[config.mk]
export PLATFORM = sky130hd
export DESIGN_NAME = dic_top
export DESIGN_NICKNAME = d
export VERILOG_FILES = /design/src/rtl/dic_pkg.sv /design/src/rtl/dic_sampler.sv /design/src/rtl/dic_route_mem.sv /design/src/rtl/dic_top.sv
export SDC_FILE = /design/constraint.sdc
export NUM_CORES = 1
export LEC_CHECK = 0
export BUFFER_PORTS_ARGS = -buffer_cell sky130_fd_sc_hd__buf_2
export CAP_MARGIN = 5
export CORE_MARGIN = 8
export CORE_UTILIZATION = 35
export DETAILED_ROUTE_END_ITERATION = 8
export GPL_TIMING_DRIVEN = 0
export PLACE_DENSITY = 0.59
export SLEW_MARGIN = 10
export SYNTH_ARGS = -nofsm -noshare
export SYNTH_HDL_FRONTEND = slang
export SYNTH_SLANG_ARGS = --single-unit
[constraint.sdc]
create_clock -name clk_sys -period 2.7 [get_ports clk_sys]
set_clock_uncertainty 0.15 [all_clocks]
set_input_delay 0 -clock clk_sys [delete_from_list [all_inputs] [get_ports clk_sys]]
set_output_delay 0 -clock clk_sys [all_outputs]
set_load 0.005 [all_outputs]
[src/rtl/dic_pkg.sv]
// Shared constants and carriers for the digital input conditioning block.
// Assumes a 10 MHz system clock and an APB slave with a 12-bit byte address.
package dic_pkg;
    // Clock and sampling period
    localparam int CLK_PERIOD_NS = 100;
    localparam int SAMPLE_PERIOD_NS = 1000000;
    localparam int TICK_CYC = SAMPLE_PERIOD_NS / CLK_PERIOD_NS;

    // Input counts
    localparam int N_PHYS = 16;
    localparam int N_AUX = 7;
    localparam int N_SRC = N_PHYS + N_AUX;

    // Register byte offsets
    localparam logic [11:0] OFS_GATE = 12'h000;
    localparam logic [11:0] OFS_INVERT = 12'h004;
    localparam logic [11:0] OFS_OVR_SEL = 12'h008;
    localparam logic [11:0] OFS_OVR_LVL = 12'h00c;
    localparam logic [11:0] OFS_RAW = 12'h010;
    localparam logic [11:0] OFS_THRESH = 12'h014;
    localparam logic [11:0] OFS_DIFF = 12'h018;
    localparam logic [11:0] OFS_ROUTE_EN = 12'h01c;
    localparam logic [11:0] OFS_SUMMARY = 12'h020;
    localparam logic [4:0] OFS_TABLE_HI = 5'h01;

    // Reset values
    localparam logic [15:0] RST_MASK16 = 16'h0000;
    localparam logic [7:0] RST_ROUTE_CODE = 8'h00;

    // Special function bit positions
    localparam int SF_NEG_LIMIT = 0;
    localparam int SF_POS_LIMIT = 1;
    localparam int SF_HOME = 2;
    localparam int SF_INTERLOCK = 3;
    localparam int N_SF = 4;
    localparam int IN_DIR = 4;
    localparam int IN_CLK = 5;

    // Routing source codes
    localparam logic [6:0] RT_PHYS_LO = 7'h01;
    localparam logic [6:0] RT_PHYS_HI = 7'h10;
    localparam logic [6:0] RT_AUX_LO = 7'h41;
    localparam logic [6:0] RT_AUX_HI = 7'h47;
    localparam int RT_INV_BIT = 7;

    // Register selector
    typedef enum logic [3:0] {
        DIC_R_GATE, DIC_R_INV, DIC_R_OSEL, DIC_R_OLVL, DIC_R_RAW,
        DIC_R_THR, DIC_R_DIFF, DIC_R_ROUTE, DIC_R_SUM, DIC_R_TAB, DIC_R_NONE
    } dic_reg_e;

    // Software configuration carrier
    typedef struct packed {
        logic [15:0] gate;
        logic [15:0] inv;
        logic [15:0] osel;
        logic [15:0] olvl;
        logic thr;
        logic diff;
        logic route;
    } dic_cfg_s;
endpackage : dic_pkg

[src/rtl/dic_sampler.sv]
// Input synchroniser and millisecond sampling filter.
// Assumes asynchronous pins; emits a tick every sample period.
module dic_sampler #(
    parameter int W = 23,
    parameter int TICK_CYC = 10000
) (
    // Clock and reset
    input wire logic clk_sys,
    input wire logic sys_rst,
    // Pins and filtered levels
    input wire logic [W-1:0] pin_in,
    output logic [W-1:0] lvl_out,
    output logic tick_out
);
    logic [W-1:0] s1_q, s2_q, s3_q, sync_q, smp_q, lvl_q;
    logic [15:0] cnt_q;
    logic tick_q;

    // Three stage synchroniser; a change counts once stages two and three agree
    always_ff @(posedge clk_sys)
    begin
        if (sys_rst)
        begin
            s1_q <= '0;
            s2_q <= '0;
            s3_q <= '0;
            sync_q <= '0;
        end
        else
        begin
            s1_q <= pin_in;
            s2_q <= s1_q;
            s3_q <= s2_q;
            for (int i = 0; i < W; i++)
            begin
                if (s2_q[i] == s3_q[i])
                    sync_q[i] <= s3_q[i];
            end
        end
    end

    // Sample period counter
    always_ff @(posedge clk_sys)
    begin
        if (sys_rst)
        begin
            cnt_q <= '0;
            tick_q <= 1'b0;
        end
        else
        begin
            tick_q <= (cnt_q == 16'(TICK_CYC - 1));
            cnt_q <= (cnt_q == 16'(TICK_CYC - 1)) ? '0 : cnt_q + 16'h0001;
        end
    end

    // two tick agreement
    // A level must hold across two ticks, so pulses under one period never pass
    always_ff @(posedge clk_sys)
    begin
        if (sys_rst)
        begin
            smp_q <= '0;
            lvl_q <= '0;
        end
        else if (tick_q)
        begin
            smp_q <= sync_q;
            lvl_q <= lvl_q ^ ((sync_q ^ lvl_q) & ~(sync_q ^ smp_q));
        end
    end

    assign lvl_out = lvl_q;
    assign tick_out = tick_q;
endmodule : dic_sampler

[src/rtl/dic_route_mem.sv]
// Routing table: one source code per summary bit, two registered read ports.
// Port A serves the routing scan, port B serves bus reads.
module dic_route_mem (
    // Clock and reset
    input wire logic clk_sys,
    input wire logic sys_rst,
    // Write port
    input wire logic wr_en,
    input wire logic [4:0] wr_addr,
    input wire logic [7:0] wr_data,
    // Read ports
    input wire logic [4:0] rda_addr,
    output logic [7:0] rda_data,
    input wire logic [4:0] rdb_addr,
    output logic [7:0] rdb_data
);
    logic [7:0] mem_q [32];
    logic [7:0] rda_q, rdb_q;

    // Storage; reset routes every bit to the constant zero source
    always_ff @(posedge clk_sys)
    begin
        if (sys_rst)
        begin
            for (int i = 0; i < 32; i++)
                mem_q[i] <= dic_pkg::RST_ROUTE_CODE;
        end
        else if (wr_en)
            mem_q[wr_addr] <= wr_data;
    end

    // Registered reads
    always_ff @(posedge clk_sys)
    begin
        if (sys_rst)
        begin
            rda_q <= dic_pkg::RST_ROUTE_CODE;
            rdb_q <= dic_pkg::RST_ROUTE_CODE;
        end
        else
        begin
            rda_q <= mem_q[rda_addr];
            rdb_q <= mem_q[rdb_addr];
        end
    end

    assign rda_data = rda_q;
    assign rdb_data = rdb_q;
endmodule : dic_route_mem

[src/rtl/dic_top.sv]
// Digital input conditioning: sampling, forcing, inversion, special function
// gating, routing and the 32-bit input summary word, behind an APB slave.
// Assumes asynchronous input pins and a zero wait state APB master.
//
// Behaviour
// - Inputs sampled every millisecond; changes shorter than one millisecond ignored
// - Each input owns a special bit in 0..15 and a level bit in 16..31; here only inputs one to four drive bits 0..3, bits 4..15 read 0
// - Level bit reflects input status regardless of special function enable
// - Bit 16 holds processed input one; bit 0 is its negative limit
// - Special enable gates the function only and never touches bits 16..31
// - Enable bits: 0 negative limit, 1 positive limit, 2 home, 3 interlock
// - Inversion bit per input makes high read as 0 when set
// - Inversion covers levels and special functions, not clock and direction
// - Force enable substitutes a software value for the sampled level
// - Force value bit supplies the level where force enable bit is set
// - Raw word shows sampled levels without inversion, forcing or gating
// - Threshold select: 0 gives 5 V, 1 gives 24 V, shared inputs
// - Routing enable at 1 assigns a chosen source to each summary bit
// - While routing, gate, invert and force settings have no effect; force still drives the clock and direction levels
// - Code 0 is zero, 1..16 inputs; adding 0x80 inverts the source
//
// Our own choices: the APB interface to the registers and the register addresses.
module dic_top #(
    parameter int TICK_CYC = dic_pkg::TICK_CYC
) (
    // Clock and reset
    input wire logic clk_sys,
    input wire logic sys_rst,
    // APB slave
    input wire logic [11:0] paddr,
    input wire logic psel,
    input wire logic penable,
    input wire logic pwrite,
    input wire logic [31:0] pwdata,
    output logic [31:0] prdata,
    output logic pready,
    output logic pslverr,
    // Input pins
    input wire logic [15:0] in_pin,
    input wire logic [6:0] aux_pin,
    // Results
    output logic [31:0] summary_word,
    output logic step_clk_lvl,
    output logic step_dir_lvl,
    output logic thresh_24v_sel,
    output logic diff_mode_sel,
    output logic neg_input_en
);

    dic_pkg::dic_cfg_s cfg_q;
    logic [dic_pkg::N_SRC-1:0] filt;
    logic tick;
    logic [15:0] forced, lvl_proc;
    logic [31:0] norm_word, summary_q, route_sum_q, rd_q;
    logic [1:0] step_q;
    logic [4:0] scan_q, scan_d1_q;
    logic scan_vld_q, rd_tab_q, rd_err_q;
    logic [7:0] code_a, code_b;
    logic acc, wr;
    dic_pkg::dic_reg_e sel_w, sel_r;

    // Address decode shared by reads and writes
    function automatic dic_pkg::dic_reg_e dic_decode(input logic [11:0] a);
        dic_decode = dic_pkg::DIC_R_NONE;
        if (a[11:7] == dic_pkg::OFS_TABLE_HI && a[1:0] == 2'b00)
            dic_decode = dic_pkg::DIC_R_TAB;
        else
        begin
            case (a)
                dic_pkg::OFS_GATE: dic_decode = dic_pkg::DIC_R_GATE;
                dic_pkg::OFS_INVERT: dic_decode = dic_pkg::DIC_R_INV;
                dic_pkg::OFS_OVR_SEL: dic_decode = dic_pkg::DIC_R_OSEL;
                dic_pkg::OFS_OVR_LVL: dic_decode = dic_pkg::DIC_R_OLVL;
                dic_pkg::OFS_RAW: dic_decode = dic_pkg::DIC_R_RAW;
                dic_pkg::OFS_THRESH: dic_decode = dic_pkg::DIC_R_THR;
                dic_pkg::OFS_DIFF: dic_decode = dic_pkg::DIC_R_DIFF;
                dic_pkg::OFS_ROUTE_EN: dic_decode = dic_pkg::DIC_R_ROUTE;
                dic_pkg::OFS_SUMMARY: dic_decode = dic_pkg::DIC_R_SUM;
                default: dic_decode = dic_pkg::DIC_R_NONE;
            endcase
        end
    endfunction : dic_decode

    // Routing source lookup; unlisted codes behave as the zero source
    function automatic logic dic_route_bit(input logic [7:0] code, input logic [dic_pkg::N_SRC-1:0] src);
        logic [6:0] s;
        logic b;
        s = code[6:0];
        b = 1'b0;
        if (s >= dic_pkg::RT_PHYS_LO && s <= dic_pkg::RT_PHYS_HI)
            b = src[4'(s - dic_pkg::RT_PHYS_LO)];
        else if (s >= dic_pkg::RT_AUX_LO && s <= dic_pkg::RT_AUX_HI)
            b = src[5'(s - dic_pkg::RT_AUX_LO) + 5'd16];
        dic_route_bit = b ^ code[dic_pkg::RT_INV_BIT];
    endfunction : dic_route_bit

    dic_sampler #(
        .W(dic_pkg::N_SRC),
        .TICK_CYC(TICK_CYC)
    ) u_sampler (
        .clk_sys(clk_sys),
        .sys_rst(sys_rst),
        .pin_in({aux_pin, in_pin}),
        .lvl_out(filt),
        .tick_out(tick)
    );

    // APB handshake: every access completes in its first access cycle
    assign acc = psel & penable;
    assign wr = acc & pwrite;
    assign sel_w = dic_decode(paddr);
    assign sel_r = sel_w;
    assign pready = acc;
    assign pslverr = acc & rd_err_q;

    dic_route_mem u_route_mem (
        .clk_sys(clk_sys),
        .sys_rst(sys_rst),
        .wr_en(wr && sel_w == dic_pkg::DIC_R_TAB),
        .wr_addr(paddr[6:2]),
        .wr_data(pwdata[7:0]),
        .rda_addr(scan_q),
        .rda_data(code_a),
        .rdb_addr(paddr[6:2]),
        .rdb_data(code_b)
    );

    // Configuration writes; read-only offsets ignore writes
    always_ff @(posedge clk_sys)
    begin
        if (sys_rst)
        begin
            cfg_q.gate <= dic_pkg::RST_MASK16;
            cfg_q.inv <= dic_pkg::RST_MASK16;
            cfg_q.osel <= dic_pkg::RST_MASK16;
            cfg_q.olvl <= dic_pkg::RST_MASK16;
            cfg_q.thr <= 1'b0;
            cfg_q.diff <= 1'b0;
            cfg_q.route <= 1'b0;
        end
        else if (wr)
        begin
            case (sel_w)
                dic_pkg::DIC_R_GATE: cfg_q.gate <= pwdata[15:0];
                dic_pkg::DIC_R_INV: cfg_q.inv <= pwdata[15:0];
                dic_pkg::DIC_R_OSEL: cfg_q.osel <= pwdata[15:0];
                dic_pkg::DIC_R_OLVL: cfg_q.olvl <= pwdata[15:0];
                dic_pkg::DIC_R_THR: cfg_q.thr <= pwdata[0];
                dic_pkg::DIC_R_DIFF: cfg_q.diff <= pwdata[0];
                dic_pkg::DIC_R_ROUTE: cfg_q.route <= pwdata[0];
                default: ;
            endcase
        end
    end

    // Read data captured in the setup phase, served in the access phase
    always_ff @(posedge clk_sys)
    begin
        if (sys_rst)
        begin
            rd_q <= '0;
            rd_tab_q <= 1'b0;
            rd_err_q <= 1'b0;
        end
        else if (psel && !penable)
        begin
            rd_tab_q <= (sel_r == dic_pkg::DIC_R_TAB);
            rd_err_q <= (sel_r == dic_pkg::DIC_R_NONE);
            case (sel_r)
                dic_pkg::DIC_R_GATE: rd_q <= {16'h0000, cfg_q.gate};
                dic_pkg::DIC_R_INV: rd_q <= {16'h0000, cfg_q.inv};
                dic_pkg::DIC_R_OSEL: rd_q <= {16'h0000, cfg_q.osel};
                dic_pkg::DIC_R_OLVL: rd_q <= {16'h0000, cfg_q.olvl};
                dic_pkg::DIC_R_RAW: rd_q <= {16'h0000, filt[15:0]};
                dic_pkg::DIC_R_THR: rd_q <= {31'h00000000, cfg_q.thr};
                dic_pkg::DIC_R_DIFF: rd_q <= {31'h00000000, cfg_q.diff};
                dic_pkg::DIC_R_ROUTE: rd_q <= {31'h00000000, cfg_q.route};
                dic_pkg::DIC_R_SUM: rd_q <= summary_q;
                default: rd_q <= '0;
            endcase
        end
    end

    assign prdata = rd_tab_q ? {24'h000000, code_b} : rd_q;

    assign forced = (cfg_q.osel & cfg_q.olvl) | (~cfg_q.osel & filt[15:0]);
    assign lvl_proc = forced ^ cfg_q.inv;

    assign norm_word = {lvl_proc, 12'h000, cfg_q.gate[dic_pkg::N_SF-1:0] & lvl_proc[dic_pkg::N_SF-1:0]};

    always_ff @(posedge clk_sys)
    begin
        if (sys_rst)
            step_q <= 2'b00;
        else
            step_q <= {forced[dic_pkg::IN_CLK], forced[dic_pkg::IN_DIR]};
    end

    // routing scan
    // One table entry per cycle, so the whole word refreshes every 32 cycles
    always_ff @(posedge clk_sys)
    begin
        if (sys_rst)
        begin
            scan_q <= 5'h00;
            scan_d1_q <= 5'h00;
            scan_vld_q <= 1'b0;
            route_sum_q <= '0;
        end
        else
        begin
            scan_q <= scan_q + 5'h01;
            scan_d1_q <= scan_q;
            scan_vld_q <= 1'b1;
            if (scan_vld_q)
                route_sum_q[scan_d1_q] <= dic_route_bit(code_a, filt);
        end
    end

    always_ff @(posedge clk_sys)
    begin
        if (sys_rst)
            summary_q <= '0;
        else
            summary_q <= cfg_q.route ? route_sum_q : norm_word;
    end

    assign summary_word = summary_q;
    assign step_clk_lvl = step_q[1];
    assign step_dir_lvl = step_q[0];
    assign thresh_24v_sel = cfg_q.thr;
    assign diff_mode_sel = cfg_q.diff;
    assign neg_input_en = cfg_q.diff;
endmodule : dic_top

==> key figures <==
Logic synthesis
  – Yosys cell types: 64
  – Synth Cell Area: 27,600 sq um
  – Synth Instances: ~2,400
  – Post-Syn Nets: approximately 2,500
  – Post-synthesis average cell area: 11.5 sq um
  – #FFs+latches synth: ~610
  – Synth top area cells: edfxtp_1 (28%), dfxtp_1 (25%), mux4_2 (13%)
  – Synth top area share: 0.278
  – Async SR Flop Fraction: 0
  – YS warnings: 0
  – Number of flops mapped to enable cells by yosys: around 260
  – Post-synth top area cell: edfxtp_1
  – Sequential cell area fraction in the yosys report: 0.531
  – Prevailing post-synth register cell: dfxtp_1

Critical path
  – Crit Path Class: flop to flop
  – Reg2reg path depth: 10
  – CP top delay family: compound AO/OA/AOI/OAI gates
  – Reg-to-reg endpoint: route_sum_q[8]
  – Worst Setup SP: u_route_mem.rda_data[0]
  – Reg2Reg Setup Slack: -0.1 ns
  – Worst r2r src: u_route_mem.rda_data[0]
  – Startpoint types: flop
  – Critical-path top delay cell: or3_4
  – WP depth: 10
  – Critical-path cell list: buf_6, inv_4, ha_4, nand3b_1, o211ai_1, o2111ai_1, a221o_1, or3_4, clkbuf_16, a31oi_4
  – CP Max Fanout: 6
  – Crit path DAT: roughly 3.2 ns
  – Crit-path max cell delay: between 0.4 and 0.5 ns
  – Buffer and inverter count on the worst path: 3
  – Data required time at the worst endpoint: ~3.1 ns
  – Worst Setup EP: route_sum_q[8]
  – Setup crit end kind: flop

GRT
  – Number of global-route vias before repair: around 21,000
  – First-pass GRT wire length: around 140 mm
  – Largest net degree at the start of global routing: 20
  – Grt total ovfl: 0
  – Initial antenna violation count: 7
  – GRT Total Usage: 0.206

Clock network
  – # clock sinks: about 610
  – Max clock buf depth: 3
  – H-Tree Level Count: 3
  – Num CTS Buffers: 67
  – CTS tree: yes
  – Clk root buf: clkbuf_16
  – Clk_lat worst skew: 0.63 ns
  – Clock transition at path regs: around 0.06 ns

Detailed routing
  – Routed WL: 95.0 mm
  – Post-DRT Antenna Nets: 0
  – Drc violations: 0
  – DRT Pass-1 Iters: 8
  – Via count: 20,901
  – Routed wire per std cell: between 20 and 30 um
  – Drt initial violations: roughly 2,400
  – Vias per Instance: 5.55

Power and ir drop
  – Clock network fraction of total power: 0.423
  – Worst VDD drop: around 450 uV
  – Psw: approximately 5.4 mW
  – Logic pwr share: 0.105
  – Seq pwr share: 0.472
  – Leakage power: around 11 nW
  – Sw frac: 0.257
  – Cell Int Power: 15.7 mW
  – Power per Cell Area: roughly 630 nW/um^2
  – Pwr Total: 21.1 mW

Die
  – Starting Density: 0.352
  – Die Ht: slightly below 300 um
  – Ports: around 140
  – Die Width: around 300 um
  – Full die area: 88,200 sq um
  – Cell row count: 103
  – Core Footprint: between 70,000 and 80,000 sq um

Final layout
  – Layout cells sized above 1: 0.209
  – Commonest non-fill, non-tap cell in the layout: dfxtp_1
  – Final Non-Filler Cells: 3,767
  – Final Instance Area: between 30,000 and 40,000 sq um
  – Area Growth Syn to Fin: 20.6%
  – Highest-count cells in the layout ignoring fill and taps: dfxtp_1 (347), and2_1 (277), edfxtp_1 (256), nand2_1 (233), a21oi_1 (161)
  – Layout Nets: 2,744

Job
  – Max-Cap Viols: 0

Timing
  – Relative slew slack: 0.0550
  – Max Slew Vio Count: 0
  – Final WS setup: -0.0983 ns
  – Hold_ws: slightly below 0.02 ns
  – Final setup vio count: 30
  – Max frequency: between 0.3 and 0.4 GHz
  – Tightest Pin Transition: around 1.4 ns
  – TNS Setup: -2.40 ns
  – RSZ-0062 raised after global routing: true
  – Period utilization: 1.04
  – Crit path time final: approximately 2.8 ns
  – Final-report hold violation count: 0

Placement
  – Post-DP Area: slightly below 30,000 sq um
  – Placed Cells: 3,566
  – Post-DP HPWL: slightly below 70 mm
  – Placer Congestion: ~0.96
  – PortBufs: approximately 110

Run status
  – Failing checks: negative setup slack
  – Status: finished, violations left

Hold path
  – Worst min path class: primary input to flop
[power groups by stage]
| stage | logic (mW) | registers [mW] | clock network (mW) |
|---|---|---|---|
| after CTS | 2.06 | 9.97 | 9.05 |
| after detailed placement | 1.83 | 10.2 | 0 |
| final | 2.21 | 9.98 | 8.95 |
| after floorplan | 1.16 | 10.1 | 0 |
| after global placement | 1.80 | 10.1 | 0 |
| after global routing | 2.29 | 10.0 | 9.40 |
[kinds of logic after synthesis]
logic type	share of synthesized area
simple gates	0.166
flops	0.531
compound gates	0.0961
mux	0.163
buf+inv	0.0299
xor+xnor	0.0114
fa+ha+maj	0.00272
[layer usage]
metal / track usage / wire (um) / vias to the layer above
met2: 0.323 / 42800 / 1050
met3: 0.0430 / 8640 / 227
met4: 0.0899 / 4290 / 4
li1: - / - / 9174
met5: 0 / 33 / -
met1: 0.275 / 39300 / 10446
[worst min-delay path, stage by stage]
cell and delay [ns]:
dlygate4sd3_1 0.52, buf_2 0.09, nor2b_1 0.14
[through the flow]
| stage | worst slack, ns | utilization |
|---|---|---|
| 2_1_floorplan | 0.0334 | - |
| 5_1_grt | -0.146 | 0.424 |
| 3_3_place_gp | -1.56 | 0.376 |
| 6_report | -0.0983 | 0.424 |
| 4_1_cts | -0.0714 | 0.419 |
| 3_5_place_dp | -1.39 | 0.376 |
[worst min-delay path by stage]
stage | startpoint | endpoint | depth (start not counted)
after floorplan | in_pin[0] | u_sampler.s1_q[0] | 1
after global placement | in_pin[13] | u_sampler.s1_q[13] | 2
after detailed placement | in_pin[13] | u_sampler.s1_q[13] | 2
after CTS | aux_pin[0] | u_sampler.s1_q[16] | 3
after global routing | aux_pin[0] | u_sampler.s1_q[16] | 3
final | aux_pin[0] | u_sampler.s1_q[16] | 3
[synthesized netlist by cell type, types with 6 or more instances]
cell type  instances
buf_1             13
a32oi_1           10
and2_1           277
nor3_1            12
nand2_1          237
nor2b_1          108
a21o_1            32
o2bb2ai_1          6
mux2i_1           80
mux2_2            21
a31oi_2           29
a22o_1             7
mux4_2           154
nand3b_1           6
nand2b_1           8
ha_1               6
xor2_1            22
o21ai_0          124
a21oi_1          161
edfxtp_1         256
nor2_1           170
dfxtp_1          349
buf_4             14
xnor2_1           12
clkbuf_1         119
a22oi_1           17
a32o_1             6
nand3_1           34
inv_1             11
buf_2             27
[layout make-up]
type	count	area, sq um
Sequential cell	605	14700
Inverter	11	43.8
Antenna cell	2	5.00
Fill cell	7347	45300
Tap cell	1050	1310
Clock inverter	19	224
Buffer	173	870
Timing Repair Buffer	203	1480
Clock buffer	99	1920
Multi-Input combinational cell	1605	12800
[state kept, by name (all words and copies together), names as in the netlist, 5 cells and up, named ones only]
signal                flops
u_route_mem.mem_q       256
cfg_q                    65
rd_q                     32
route_sum_q              32
summary_word             32
u_sampler.s1_q           23
u_sampler.s2_q           23
u_sampler.s3_q           23
u_sampler.smp_q          23
u_sampler.sync_q         23
u_sampler.cnt_q          16
u_route_mem.rda_data      8
u_route_mem.rdb_data      8
scan_d1_q                 5
scan_q                    5
[timing repair]
action,in CTS,in global routing
setup buffers,8,1
resized for setup,109,80
setup endpoints to repair,328,365
endpoints found under the hold margin,218,0
pin swaps,4,28
cloned,2,2
hold buffers,73,0
Note: power is estimated with default switching activity, not from simulation.
